### config.mk
export PLATFORM = sky130hd
export DESIGN_NAME = bcmc_charge_ctrl
export DESIGN_NICKNAME = d
export VERILOG_FILES = /design/src/core/bcmc_pkg.sv /design/src/core/bcmc_sense_decoder.sv /design/src/core/bcmc_charge_ctrl.sv
export SDC_FILE = /design/constraint.sdc
export NUM_CORES = 1
export LEC_CHECK = 0
export BUFFER_PORTS_ARGS = -buffer_cell sky130_fd_sc_hd__buf_2
export CAP_MARGIN = 0
export CORE_MARGIN = 5
export CORE_UTILIZATION = 40
export DETAILED_ROUTE_END_ITERATION = 12
export PLACE_DENSITY = 0.6
export SETUP_SLACK_MARGIN = 0.3
export SYNTH_ARGS = -nofsm -noshare
export SYNTH_HDL_FRONTEND = slang
export SYNTH_SLANG_ARGS = --single-unit
### constraint.sdc
create_clock -name clk_sys -period 6.8 [get_ports clk_sys]
set_input_delay 1.36 -clock clk_sys [delete_from_list [all_inputs] [get_ports clk_sys]]
set_output_delay 1.36 -clock clk_sys [all_outputs]
set_load 0.01 [all_outputs]
### src/core/bcmc_pkg.sv
// Purpose: Shared constants and types for the charge-mode control block
// Assumes: 10 MHz core clock
// Notes:   APB map, time bases, range encoding
package bcmc_pkg;
  // ****************************************
  // Time bases
  // ****************************************
  localparam longint CLK_HZ        = 10_000_000;
  localparam longint FAST_MS       = 32;
  localparam longint QUICK_MS      = 250;
  localparam longint FULL_S        = 30;
  localparam longint TIMEOUT_S     = 175;
  localparam int     FAST_CYC      = int'(FAST_MS * CLK_HZ / 1000);
  localparam int     QUICK_CYC     = int'(QUICK_MS * CLK_HZ / 1000);
  localparam int     FULL_CYC      = int'(FULL_S * CLK_HZ);
  localparam int     TIMEOUT_CYC   = int'(TIMEOUT_S * CLK_HZ);
  localparam logic [3:0] SETTLE_CYC = 4'h8;
  // ****************************************
  // Register map
  // ****************************************
  localparam logic [7:0] ADDR_CURRENT = 8'h00;
  localparam logic [7:0] ADDR_VOLTAGE = 8'h04;
  localparam logic [7:0] ADDR_MODE    = 8'h08;
  localparam logic [7:0] ADDR_STATUS  = 8'h0C;
  localparam logic [7:0] ADDR_DRIVE   = 8'h10;
  localparam int MODE_INHIBIT = 0;
  localparam int MODE_CLEAR   = 1;
  localparam logic [15:0] REQ_RESET    = 16'h0000;
  localparam logic [11:0] WAKE_CURRENT = 12'h050;
  // ****************************************
  // Types
  // ****************************************
  typedef enum logic [4:0] {
    RNG_UNDER = 5'b00001,
    RNG_HOT   = 5'b00010,
    RNG_IDEAL = 5'b00100,
    RNG_COLD  = 5'b01000,
    RNG_OVER  = 5'b10000
  } bcmc_range_t;
  typedef struct packed {
    logic rangeOver;
    logic rangeCold;
    logic rangeHot;
    logic rangeUnder;
    logic present;
  } bcmc_flags_t;
  typedef struct packed {
    logic       selA;
    logic       selB;
    logic [1:0] thrIdx;
    logic       hystLow;
  } bcmc_probe_t;
  function automatic bcmc_flags_t bcmc_range_flags(input bcmc_range_t r);
    bcmc_flags_t f;
    f = '0;
    case (r)
      RNG_UNDER: f = '{1'b0, 1'b0, 1'b1, 1'b1, 1'b1};
      RNG_HOT:   f = '{1'b0, 1'b0, 1'b1, 1'b0, 1'b1};
      RNG_IDEAL: f = '{1'b0, 1'b0, 1'b0, 1'b0, 1'b1};
      RNG_COLD:  f = '{1'b0, 1'b1, 1'b0, 1'b0, 1'b1};
      default:   f = '{1'b1, 1'b1, 1'b0, 1'b0, 1'b0};
    endcase
    return f;
  endfunction
endpackage

### src/core/bcmc_sense_decoder.sv
// Purpose: Threshold walk over the battery sense line with hysteresis
// Assumes: aboveThr is the comparator result for the threshold on probe
// Notes:   Quick pass checks only the top threshold unless the last range was overrange
`timescale 1ns/1ps
module bcmc_sense_decoder import bcmc_pkg::*; (
  input  wire logic        clk_sys,
  input  wire logic        rstn,
  input  wire logic        ce,
  input  wire logic        startFull,
  input  wire logic        startQuick,
  input  wire logic        aboveThr,
  output bcmc_probe_t      probe,
  output bcmc_range_t      range,
  output logic             busy
);
  typedef enum logic [2:0] {
    SD_IDLE   = 3'b001,
    SD_SETTLE = 3'b010,
    SD_DECIDE = 3'b100
  } bcmc_sd_state_t;
  bcmc_sd_state_t state_r;
  logic [1:0]     idx_r;
  logic [3:0]     settle_r;
  logic           quick_r;
  bcmc_range_t    range_r;
  // Rank 4 is overrange, rank 0 underrange
  function automatic logic [2:0] rankOf(input bcmc_range_t r);
    case (r)
      RNG_OVER:  return 3'h4;
      RNG_COLD:  return 3'h3;
      RNG_IDEAL: return 3'h2;
      RNG_HOT:   return 3'h1;
      default:   return 3'h0;
    endcase
  endfunction
  function automatic bcmc_range_t rangeOf(input logic [2:0] k);
    case (k)
      3'h4:    return RNG_OVER;
      3'h3:    return RNG_COLD;
      3'h2:    return RNG_IDEAL;
      3'h1:    return RNG_HOT;
      default: return RNG_UNDER;
    endcase
  endfunction
  // ****************************************
  // Threshold walk
  // ****************************************
  always_ff @(posedge clk_sys or negedge rstn) begin
    if (!rstn) begin
      state_r  <= SD_IDLE;
      idx_r    <= 2'h0;
      settle_r <= 4'h0;
      quick_r  <= 1'b0;
      range_r  <= RNG_OVER;
    end else if (ce) begin
      case (state_r)
        SD_IDLE: if (startFull || startQuick) begin
          idx_r    <= 2'h0;
          quick_r  <= startQuick && !startFull;
          settle_r <= SETTLE_CYC;
          state_r  <= SD_SETTLE;
        end
        SD_SETTLE: begin
          settle_r <= settle_r - 4'h1;
          if (settle_r == 4'h1) state_r <= SD_DECIDE;
        end
        SD_DECIDE: begin
          state_r <= SD_IDLE;
          if (aboveThr) begin
            range_r <= rangeOf(3'h4 - {1'b0, idx_r});
          end else if (idx_r == 2'h3) begin
            range_r <= RNG_UNDER;
          end else if (quick_r && range_r != RNG_OVER) begin
            range_r <= range_r;
          end else begin
            idx_r    <= idx_r + 2'h1;
            settle_r <= SETTLE_CYC;
            state_r  <= SD_SETTLE;
          end
        end
        default: state_r <= SD_IDLE;
      endcase
    end
  end
  // Upper thresholds drive B and read A; lower ones the reverse
  always_comb begin
    probe.selB    = (state_r != SD_IDLE) && !idx_r[1];
    probe.selA    = (state_r != SD_IDLE) && idx_r[1];
    probe.thrIdx  = idx_r;
    probe.hystLow = rankOf(range_r) >= (3'h4 - {1'b0, idx_r});
  end
  assign range = range_r;
  assign busy  = state_r != SD_IDLE;
endmodule

### src/core/bcmc_charge_ctrl.sv
// What this block does
// - Wake-up charging only with acceptable sense range and adapter detected
// - Wake-up starts for a new battery lacking both charge requests
// - Timeout during cold or underrange ends wake-up charging
// - Overrange, hot, adapter loss, alarm or inhibit end wake-up
// - Both requests written moves wake-up into controlled charging
// - External enable low pauses wake-up; timer not restarted
// - Low input supply pauses wake-up; timer not restarted
// - Controlled start needs non-zero requests, good range, adapter
// - Both requests must be rewritten each timeout, else controlled stops
// - Overrange, hot, adapter loss, alarm or clear bit stop controlled
// - Inhibit halts controlled; clearing resumes with stored requests
// - Enable pin low or low supply pause controlled, resume later
// - Writing zero to either request stops controlled charging
// - With adapter, full sense sample about every 32 ms
// - Thresholds tested top down, stopping once range known
// - Threshold shifted by previous range for hysteresis
// - Upper thresholds drive B read A; lower drive A read B
// - Without adapter, sample every 250 ms, full pass every 30 s
// - Range maps to over, cold, hot, under and present flags
// - Current strap picks 1023/2046/3068/4092 mA ceilings, granularity 1/2/4/4
// - Voltage strap picks one of five ceilings, 16 mV granularity
// - Wake-up forces a fixed 80 mA current request
//
// Purpose: Charge-mode sequencing with APB registers
// Assumes: Comparator and strap codes come from analogue front end
// Notes:   Zero-wait APB slave
//
// Our own choices: the register addresses and the APB register port.
`timescale 1ns/1ps
module bcmc_charge_ctrl import bcmc_pkg::*; #(
  parameter int FAST_CYCLES    = FAST_CYC,
  parameter int QUICK_CYCLES   = QUICK_CYC,
  parameter int FULL_CYCLES    = FULL_CYC,
  parameter int TIMEOUT_CYCLES = TIMEOUT_CYC
) (
  input  wire logic        clk_sys,
  input  wire logic        rstn,
  input  wire logic        ce,
  input  wire logic        psel,
  input  wire logic        penable,
  input  wire logic        pwrite,
  input  wire logic [7:0]  paddr,
  input  wire logic [31:0] pwdata,
  output logic [31:0]      prdata,
  output logic             pready,
  output logic             pslverr,
  input  wire logic        dividedInputSense,
  input  wire logic        inputSupplyOk,
  input  wire logic        alarmBlockFlag,
  input  wire logic        senseAbove,
  input  wire logic [1:0]  currentCeilingStrap,
  input  wire logic [2:0]  voltageCeilingStrap,
  input  wire logic        chargerEnableIn,
  output logic             chargerEnableOut,
  output logic             chargerEnableOe,
  output logic             dividerASelect,
  output logic             dividerBSelect,
  output logic [1:0]       thresholdIndex,
  output logic             thresholdLow,
  output logic             wakeActive,
  output logic             chargeActive,
  output logic [11:0]      currentDrive,
  output logic [15:0]      voltageDrive
);
  // ****************************************
  // Elaboration checks
  // ****************************************
  if (FAST_CYCLES < 32 || QUICK_CYCLES < 32 || FULL_CYCLES < QUICK_CYCLES || TIMEOUT_CYCLES < 2) begin : gBad
    $error("bcmc_charge_ctrl: time parameters too small");
  end

  typedef enum logic [5:0] {
    CH_IDLE       = 6'b000001,
    CH_WAKE       = 6'b000010,
    CH_WAKE_PAUSE = 6'b000100,
    CH_CTRL       = 6'b001000,
    CH_CTRL_PAUSE = 6'b010000,
    CH_INHIBIT    = 6'b100000
  } bcmc_ch_state_t;

  bcmc_ch_state_t chState_r;
  bcmc_ch_state_t chState_nxt;
  logic [15:0]    chargeCurrentRequest_r;
  logic [15:0]    chargeVoltageRequest_r;
  logic           inhibit_r;
  logic           curWritten_r;
  logic           voltWritten_r;
  logic           validReq_r;
  logic           freshBattery_r;
  logic           prevPresent_r;
  logic [31:0]    timer_r;
  logic [31:0]    schedTimer_r;
  logic [31:0]    fullTimer_r;
  logic           startFull_r;
  logic           startQuick_r;
  logic [11:0]    currentDrive_r;
  logic [15:0]    voltageDrive_r;
  logic           chgOe_r;
  logic [31:0]    prdata_r;
  bcmc_range_t    range;
  bcmc_flags_t    flags;
  bcmc_probe_t    probe;
  logic           senseBusy;

  // ****************************************
  // Strap decode
  // ****************************************
  function automatic logic [11:0] clampCurrent(input logic [15:0] req, input logic [1:0] strap);
    logic [11:0] ceil;
    logic [11:0] mask;
    ceil = 12'h3FF;
    mask = 12'hFFF;
    case (strap)
      2'h0: begin ceil = 12'h3FF; mask = 12'hFFF; end
      2'h1: begin ceil = 12'h7FE; mask = 12'hFFE; end
      2'h2: begin ceil = 12'hBFC; mask = 12'hFFC; end
      default: begin ceil = 12'hFFC; mask = 12'hFFC; end
    endcase
    if (req > {4'h0, ceil}) return ceil;
    return req[11:0] & mask;
  endfunction

  // Unknown strap codes fall back to the lowest ceiling as the safe choice
  function automatic logic [15:0] voltCeiling(input logic [2:0] strap);
    case (strap)
      3'h1:    return 16'h10D0;
      3'h2:    return 16'h1150;
      3'h3:    return 16'h11A0;
      3'h4:    return 16'h1580;
      default: return 16'h1090;
    endcase
  endfunction

  function automatic logic [15:0] clampVoltage(input logic [15:0] req, input logic [2:0] strap);
    logic [15:0] ceil;
    ceil = voltCeiling(strap);
    if (req > ceil) return ceil & 16'hFFF0;
    return req & 16'hFFF0;
  endfunction

  // ****************************************
  // APB decode
  // ****************************************
  logic apbAccess;
  logic apbWrite;
  logic mapped;
  logic wrCurrent;
  logic wrVoltage;
  logic wrMode;
  logic zeroWrite;
  logic bothEvent;
  logic clearReq;

  assign apbAccess = psel && penable;
  assign apbWrite  = apbAccess && pwrite;
  assign mapped    = paddr == ADDR_CURRENT || paddr == ADDR_VOLTAGE || paddr == ADDR_MODE ||
                     paddr == ADDR_STATUS || paddr == ADDR_DRIVE;
  assign pready    = 1'b1;
  assign pslverr   = apbAccess && !mapped;
  assign wrCurrent = apbWrite && paddr == ADDR_CURRENT;
  assign wrVoltage = apbWrite && paddr == ADDR_VOLTAGE;
  assign wrMode    = apbWrite && paddr == ADDR_MODE;
  assign clearReq  = wrMode && pwdata[MODE_CLEAR];
  assign zeroWrite = (wrCurrent || wrVoltage) && pwdata[15:0] == 16'h0000;
  assign bothEvent = (curWritten_r || wrCurrent) && (voltWritten_r || wrVoltage);

  always_ff @(posedge clk_sys or negedge rstn) begin
    if (!rstn) begin
      chargeCurrentRequest_r <= REQ_RESET;
      chargeVoltageRequest_r <= REQ_RESET;
      inhibit_r              <= 1'b0;
    end else if (ce) begin
      if (clearReq) begin
        chargeCurrentRequest_r <= REQ_RESET;
        chargeVoltageRequest_r <= REQ_RESET;
      end else begin
        if (wrCurrent) chargeCurrentRequest_r <= pwdata[15:0];
        if (wrVoltage) chargeVoltageRequest_r <= pwdata[15:0];
      end
      if (wrMode) inhibit_r <= pwdata[MODE_INHIBIT];
    end
  end

  // Write tracking: a write in the clearing cycle still counts
  always_ff @(posedge clk_sys or negedge rstn) begin
    if (!rstn) begin
      curWritten_r  <= 1'b0;
      voltWritten_r <= 1'b0;
    end else if (ce) begin
      curWritten_r  <= bothEvent ? 1'b0 : (curWritten_r || wrCurrent);
      voltWritten_r <= bothEvent ? 1'b0 : (voltWritten_r || wrVoltage);
    end
  end

  always_ff @(posedge clk_sys or negedge rstn) begin
    if (!rstn) begin
      prdata_r <= 32'h00000000;
    end else if (ce && psel && !penable) begin
      case (paddr)
        ADDR_CURRENT: prdata_r <= {16'h0000, chargeCurrentRequest_r};
        ADDR_VOLTAGE: prdata_r <= {16'h0000, chargeVoltageRequest_r};
        ADDR_MODE:    prdata_r <= {31'h00000000, inhibit_r};
        ADDR_STATUS:  prdata_r <= {18'h00000, chState_r, inputSupplyOk, alarmBlockFlag,
                                   dividedInputSense, flags};
        ADDR_DRIVE:   prdata_r <= {voltageDrive_r, 4'h0, currentDrive_r};
        default:      prdata_r <= 32'h00000000;
      endcase
    end
  end
  assign prdata = prdata_r;

  // ****************************************
  // Sense sampling schedule
  // ****************************************
  always_ff @(posedge clk_sys or negedge rstn) begin
    if (!rstn) begin
      schedTimer_r <= 32'h00000000;
      fullTimer_r  <= 32'h00000000;
      startFull_r  <= 1'b0;
      startQuick_r <= 1'b0;
    end else if (ce) begin
      startFull_r  <= 1'b0;
      startQuick_r <= 1'b0;
      if (schedTimer_r != 32'h00000000) begin
        schedTimer_r <= schedTimer_r - 32'h00000001;
      end else if (!senseBusy) begin
        if (dividedInputSense) begin
          schedTimer_r <= 32'(FAST_CYCLES - 1);
          startFull_r  <= 1'b1;
        end else begin
          schedTimer_r <= 32'(QUICK_CYCLES - 1);
          startFull_r  <= fullTimer_r < 32'(QUICK_CYCLES);
          startQuick_r <= fullTimer_r >= 32'(QUICK_CYCLES);
        end
      end
      if (dividedInputSense || startFull_r) fullTimer_r <= 32'(FULL_CYCLES - 1);
      else if (fullTimer_r != 32'h00000000) fullTimer_r <= fullTimer_r - 32'h00000001;
    end
  end

  bcmc_sense_decoder uSense (
    .clk_sys    (clk_sys),
    .rstn       (rstn),
    .ce         (ce),
    .startFull  (startFull_r),
    .startQuick (startQuick_r),
    .aboveThr   (senseAbove),
    .probe      (probe),
    .range      (range),
    .busy       (senseBusy)
  );
  assign flags = bcmc_range_flags(range);

  // ****************************************
  // Battery insertion and request validity
  // ****************************************
  always_ff @(posedge clk_sys or negedge rstn) begin
    if (!rstn) begin
      prevPresent_r  <= 1'b0;
      freshBattery_r <= 1'b0;
    end else if (ce) begin
      prevPresent_r <= flags.present;
      if (flags.present && !prevPresent_r) freshBattery_r <= 1'b1;
      else if (!flags.present || chState_r != CH_IDLE) freshBattery_r <= 1'b0;
    end
  end

  logic timeout;
  logic goodRange;
  logic badRange;
  logic adapterLost;
  logic extLow;
  logic pauseCond;
  logic reqNonzero;

  assign timeout     = timer_r == 32'h00000000;
  assign goodRange   = range == RNG_COLD || range == RNG_IDEAL || range == RNG_UNDER;
  assign badRange    = range == RNG_OVER || range == RNG_HOT;
  assign adapterLost = !dividedInputSense;
  assign extLow      = !chgOe_r && !chargerEnableIn;
  assign pauseCond   = extLow || !inputSupplyOk;
  assign reqNonzero  = chargeCurrentRequest_r != 16'h0000 && chargeVoltageRequest_r != 16'h0000;

  always_ff @(posedge clk_sys or negedge rstn) begin
    if (!rstn) begin
      validReq_r <= 1'b0;
    end else if (ce) begin
      if (bothEvent && !clearReq) validReq_r <= !zeroWrite && (wrCurrent ? pwdata[15:0] != 16'h0000 :
                                                              chargeCurrentRequest_r != 16'h0000) &&
                                                (wrVoltage ? pwdata[15:0] != 16'h0000 :
                                                             chargeVoltageRequest_r != 16'h0000);
      else if (clearReq || zeroWrite || (timeout && chState_r != CH_IDLE)) validReq_r <= 1'b0;
    end
  end

  // ****************************************
  // Charge sequencing
  // ****************************************
  always_comb begin
    chState_nxt = chState_r;
    case (chState_r)
      CH_IDLE: begin
        if (goodRange && dividedInputSense && !alarmBlockFlag && !inhibit_r) begin
          if (validReq_r && reqNonzero) chState_nxt = CH_CTRL;
          else if (freshBattery_r && !validReq_r) chState_nxt = CH_WAKE;
        end
      end
      CH_WAKE, CH_WAKE_PAUSE: begin
        if (badRange || adapterLost || alarmBlockFlag || inhibit_r) chState_nxt = CH_IDLE;
        else if (timeout && (range == RNG_COLD || range == RNG_UNDER)) chState_nxt = CH_IDLE;
        else if (bothEvent) chState_nxt = zeroWrite ? CH_IDLE : CH_CTRL;
        else chState_nxt = pauseCond ? CH_WAKE_PAUSE : CH_WAKE;
      end
      CH_CTRL, CH_CTRL_PAUSE, CH_INHIBIT: begin
        if (badRange || adapterLost || alarmBlockFlag || clearReq) chState_nxt = CH_IDLE;
        else if (zeroWrite) chState_nxt = CH_IDLE;
        else if (timeout && !bothEvent) chState_nxt = CH_IDLE;
        else if (inhibit_r) chState_nxt = CH_INHIBIT;
        else chState_nxt = pauseCond ? CH_CTRL_PAUSE : CH_CTRL;
      end
      default: chState_nxt = CH_IDLE;
    endcase
  end

  always_ff @(posedge clk_sys or negedge rstn) begin
    if (!rstn) chState_r <= CH_IDLE;
    else if (ce) chState_r <= chState_nxt;
  end

  // Pauses keep counting so toggling the enable pin cannot stretch a timeout
  always_ff @(posedge clk_sys or negedge rstn) begin
    if (!rstn) begin
      timer_r <= 32'(TIMEOUT_CYCLES - 1);
    end else if (ce) begin
      if (chState_r == CH_IDLE || bothEvent) timer_r <= 32'(TIMEOUT_CYCLES - 1);
      else if (!timeout) timer_r <= timer_r - 32'h00000001;
    end
  end

  // ****************************************
  // Converter drive and enable pin
  // ****************************************
  always_ff @(posedge clk_sys or negedge rstn) begin
    if (!rstn) begin
      currentDrive_r <= 12'h000;
      voltageDrive_r <= 16'h0000;
      chgOe_r        <= 1'b1;
    end else if (ce) begin
      case (chState_nxt)
        CH_WAKE: begin
          currentDrive_r <= WAKE_CURRENT;
          voltageDrive_r <= clampVoltage(chargeVoltageRequest_r == 16'h0000 ? 16'hFFFF :
                                         chargeVoltageRequest_r, voltageCeilingStrap);
        end
        CH_CTRL: begin
          currentDrive_r <= clampCurrent(chargeCurrentRequest_r, currentCeilingStrap);
          voltageDrive_r <= clampVoltage(chargeVoltageRequest_r, voltageCeilingStrap);
        end
        default: begin
          currentDrive_r <= 12'h000;
          voltageDrive_r <= 16'h0000;
        end
      endcase
      // Released while charging or paused so an external pull-down is visible
      chgOe_r <= chState_nxt == CH_IDLE || chState_nxt == CH_INHIBIT;
    end
  end

  assign chargerEnableOut = 1'b0;
  assign chargerEnableOe  = chgOe_r;
  assign dividerASelect   = probe.selA;
  assign dividerBSelect   = probe.selB;
  assign thresholdIndex   = probe.thrIdx;
  assign thresholdLow     = probe.hystLow;
  assign wakeActive       = chState_r == CH_WAKE;
  assign chargeActive     = chState_r == CH_CTRL;
  assign currentDrive     = currentDrive_r;
  assign voltageDrive     = voltageDrive_r;
endmodule

Yosys cells after proc, flatten, opt, wreduce, memory -nomap -nowiden
Cells that the tools add are included.
{"block": "totals", "ff_bits": 218, "in_bits": 56, "output_inout_bits": 71, "word_cells": 271}
{"block": "classes", "add_sub_neg": 6, "order_cmp": 6, "eq_ne": 44, "mux": 90, "bitwise_logic": 1, "reduce_logical": 101}
{"cell": "16-bit two-way mux", "count": 13}
{"cell": "32-bit two-way mux", "count": 6}
{"cell": "32-bit case mux with 5 select lines", "count": 1}
{"cell": "32-bit by 1-bit subtractor with 32-bit output (second input constant)", "count": 3}
{"cell": "12-bit two-way mux", "count": 6}
{"cell": "32-bit nonzero test", "count": 2}
{"cell": "16-bit nonzero test", "count": 3}
{"cell": "11-bit case mux with 4 select lines", "count": 1}
{"cell": "6-bit two-way mux", "count": 7}
{"cell": "5-bit case mux with 4 select lines", "count": 2}
{"cell": "12-bit case mux with 3 select lines", "count": 1}
{"cell": "32-bit by 22-bit greater-or-equal comparator with 1-bit output (second input constant)", "count": 1}
{"cell": "16-bit greater-than comparator", "count": 2}
{"cell": "16-bit logical NOT", "count": 2}
{"cell": "32-bit logical NOT", "count": 1}
{"cell": "32-bit by 22-bit less-than comparator with 1-bit output (second input constant)", "count": 1}
{"cell": "4-bit two-way mux", "count": 8}
{"cell": "16-bit case mux with 2 select lines", "count": 1}
{"cell": "1-bit logical AND", "count": 29}
{"cell": "12-bit case mux with 2 select lines", "count": 1}
{"cell": "1-bit logical OR", "count": 23}
{"cell": "1-bit two-way mux", "count": 23}
{"cell": "22-bit two-way mux", "count": 1}
{"cell": "6-bit case mux with 3 select lines", "count": 1}
{"cell": "48 further kinds", "count": 109}

Logic depth before layout (Yosys ltp)
{"block": "depth", "ltp_word": 20, "mapped_depth": 13, "depth_no_buf": 12}

Modules after synthesis
Synthesis repeated with hierarchy kept, for this count alone.
{"block": "unflattened", "cells_unflattened": 1293, "hier_area_um2": 11715.0}
{"mod": "bcmc_charge_ctrl", "instances": 1, "cells_per_inst": 1186, "area_each_um2": 10685.2, "seq_area_each_um2": 4904.7}
{"mod": "bcmc_sense_decoder", "instances": 1, "cells_per_inst": 107, "area_each_um2": 1029.7, "seq_area_each_um2": 377.9}

Worst setup path before layout
OpenSTA, ideal clock, no wires.
{"block": "synth_path", "path_kind": "input to output", "startpoint": "input paddr[1]", "endpoint": "output pslverr", "arrival_ns": 2.637, "t_required_ns": 5.440, "slack_ns": 2.803, "path_stages": 5, "n_path_buf": 1, "cell_sequence": "or3_1 > clkbuf_1 > or4_1 > nor3_1 > nor3_1"}
{"block": "synth_via", "elab_chain_len": 7, "word_cells_on_any_way": 11, "classes_between": "eq/ne (4); reduce/logical (7)"}
{"element": "start: declaration", "line_no": "bcmc_charge_ctrl.sv:43", "source": "input wire logic [7:0] paddr,"}
{"element": "8-bit by 3-bit == test with 1-bit output / 8-bit logical NOT (equally long branches)", "line_no": "bcmc_charge_ctrl.sv:157", "source": "assign mapped = paddr == ADDR_CURRENT || paddr == ADDR_VOLTAGE || paddr == ADDR_MODE ||"}
{"element": "1-bit logical OR (3 in a row)", "line_no": "bcmc_charge_ctrl.sv:157"}
{"element": "1-bit logical OR (*)", "line_no": "bcmc_charge_ctrl.sv:158", "source": "paddr == ADDR_STATUS || paddr == ADDR_DRIVE;"}
{"element": "1-bit logical NOT (*)", "line_no": "bcmc_charge_ctrl.sv:160", "source": "assign pslverr = apbAccess && !mapped;"}
{"element": "1-bit logical AND (*)", "line_no": "bcmc_charge_ctrl.sv:160"}
{"element": "end: declaration", "line_no": "bcmc_charge_ctrl.sv:47", "source": "output logic pslverr,"}
Mark *: on every way between the ends. The rest lies on a longest branch, timed or not.

Worst setup path in the final report
Ends and elaborated chain as after synthesis.

==> flow_metrics.tcl <==
set metrics [dict create \
    status "complete, no violations" \
    postCtsSetupBuffers 0 \
    vias 10000 \
    port_buffers 100 \
    cts-hold-fix-buffers 0 \
    final_common_cell "dfrtp_1" \
    drive_above_1_share_pct 15.4 \
    yosysUniqueCellTypes 76 \
    start_util_pct 40.7 \
    criticalPathCategory "in2out" \
    cts_buffer_depth 3 \
    p_sw_share_pct 27.4 \
    cp_cell_sequence "buf_2 -> or3_1 -> or4_1 -> nor3_1 -> nor3_1 -> buf_2" \
    cts_buffers 26 \
    ys_ff_latch 210 \
    cts-root-buf "clkbuf_16" \
    grt_first_pass_wirelength_um 52500 \
    synthArstFlopShare_pct 100 \
    p_per_area_nw_per_um2 252 \
    crit_required_ns 5.44 \
    gp_congestion 0.850 \
    route.detailed.drc 0 \
    wl_per_cell_um 18.1 \
    fp.dieH_um 181 \
    grt_start_max_net_pins 131 \
    avgViaCountPerCell 5.66 \
    layout_common_cells "dfrtp_1, nand2_1, nor2_1, o21ai_0, buf_2" \
    crit_path_top_delay_cell "or3_1" \
    drt_iter0_drc 678 \
    final_hold_viol_count 0 \
    grt.total_usage_pct 19.2 \
    tns_ns 0 \
    clkPwrFrac_pct 45.0 \
    antenna_found_initial 0 \
    slew_violations 0 \
    period_needed_ns 4.33 \
    final-setup-viol-count 0 \
    overflow 0 \
    ys_warn_count 0 \
    cp-end-kind "output port" \
    postRouteAntennaNets 0 \
    n_antenna_cell 0 \
    ctsResizeCount 0 \
    drv_cap 0 \
    combPwrFrac_pct 12.9 \
    cts_sinks 210 \
    synth-edff-count 0 \
    r2r_slack_ns 2.96 \
    critPathTopFamily "simple AND/OR/NAND/NOR gates" \
    worst_slew_pin_slew_ns 1.24 \
    slew-limit-headroom_pct 17.2 \
    dpl.cell_count 1722 \
    dpl.hpwl_um 22300 \
    wl_um 32100 \
    io_pins 127 \
    hold_class "reg2reg" \
    fmax_mhz 231 \
    rsz0062_at_grt "no" \
    syn-mean-instance-area_sq_um 9.09 \
    core-area_sq_um 28800 \
    die_w_um 181 \
    final_core_util_pct 46.9 \
    clk_latency_ns 0.54 \
    layout.nets 1454 \
    period_share_pct 63.6 \
    cts-htree-levels 1 \
    worst-path-buf-inv 2 \
    netlist_area_sq_um 11700 \
    fin_cells 1770 \
    yosysTopAreaCell "dfrtp_1" \
    dieArea_sq_um 32800 \
    p_leak_nw 5.87 \
    clock_skew_ns 0.0243 \
    p_int_w 0.00247 \
    first_pass_iters 5 \
    grt_pass1_vias 9553 \
    power_switching_w 0.000930 \
    cts_tree "done" \
    synthTopCellsByArea "dfrtp_1, dfstp_2, o21ai_0, nand2_1, nor2_1" \
    arrival_ns 2.97 \
    path_clk_slew_ns 0.06 \
    critical-path-max-stage-delay_ns 0.52 \
    row_count 62 \
    ys_seq_area_share_pct 45.1 \
    syn_inst 1288 \
    synth_top_area_share_pct 40.2 \
    p_seq_share_pct 42.1 \
    synth_ff_type "dfrtp_1" \
    worstPathMaxFanout 10 \
    total_power_w 0.00340 \
    syn2layout_area_growth_pct 15.3 \
    startpoint_type "input pin" \
    vdd_ir_drop_max_mv 0.159 \
]
## logic make-up (layout without fill, tap and decap cells)
family	after synthesis	in the layout	synth area share (%)
adder cells (fa/ha/maj)	32	32	3.42
XOR/XNOR	75	75	5.61
AND/OR/NAND/NOR	538	538	23.4
AO/OA/AOI/OAI	294	294	16.2
buffers and inverters	115	205	4.16
other	2	10	0.0642
multiplexers	22	22	1.91
flip-flops	210	210	45.1
## final timing paths
kind | endpoint | cells past startpoint | startpoint
min in group asynchronous | timer_r[23] | 1 | rstn
hold reg to reg | freshBattery_r | 1 | prevPresent_r
setup / recovery | pslverr | 6 | paddr[1]
max in group asynchronous | schedTimer_r[1] | 2 | rstn
hold / removal | freshBattery_r | 1 | prevPresent_r
setup reg to reg | voltageDrive[10] | 11 | chargeVoltageRequest_r[9]
## registers in the layout, summed over array words and instances (netlist names), 12 cells and up
| name | cells |
|---|---|
| chargeVoltageRequest_r | 16 |
| chargeCurrentRequest_r | 16 |
| prdata | 28 |
| currentDrive | 12 |
| voltageDrive | 12 |
| fullTimer_r | 32 |
| schedTimer_r | 32 |
| timer_r | 32 |
## synth_stat cells, drive strengths merged (31+ instances only)
cell type  instances
nor2             120
o21ai            113
ha                32
clkbuf            50
nand2            137
dfrtp            188
nand3             39
inv               40
xor2              41
nor3              46
a21oi             49
nor4              46
a22o              35
xnor2             34
or4               31
## metrics by stage
step	hold slack, ns	setup slack, ns	cell area [sq um]
2_1_floorplan	0.435	2.80	11700
3_3_place_gp	0.444	2.14	12500
3_5_place_dp	0.457	2.11	12500
4_1_cts	0.457	2.47	13500
5_1_grt	0.489	2.38	13500
6_report	0.458	2.47	13500
## layer usage
metal  GRT usage [%]  vias to the layer above  part of all wire (%)
met3            2.65                       53                   5.1
met2            29.7                      225                    44
met5               0                        -                     0
li1                -                     4841                     -
met4            5.28                        0                   2.9
met1            28.5                     4896                    48
## power by group through the flow
| stage | clock, W | combinational, W | sequential [W] |
|---|---|---|---|
| floorplan | 0 | 0.000310 | 0.00142 |
| global placement | 0 | 0.000430 | 0.00145 |
| detailed placement | 0 | 0.000439 | 0.00145 |
| CTS | 0.00156 | 0.000441 | 0.00143 |
| global route | 0.00161 | 0.000498 | 0.00144 |
| finish | 0.00153 | 0.000438 | 0.00143 |
## area by class of cell
type	count	area, sq um
fill	2827	15300
sequential	210	5280
timing repair buffer	117	638
inverter	40	150
tap	384	480
clock buffer	35	754
multi-input combinational	971	5980
clock inverter	13	210
No activity file was read; power rests on OpenSTA's default activity.
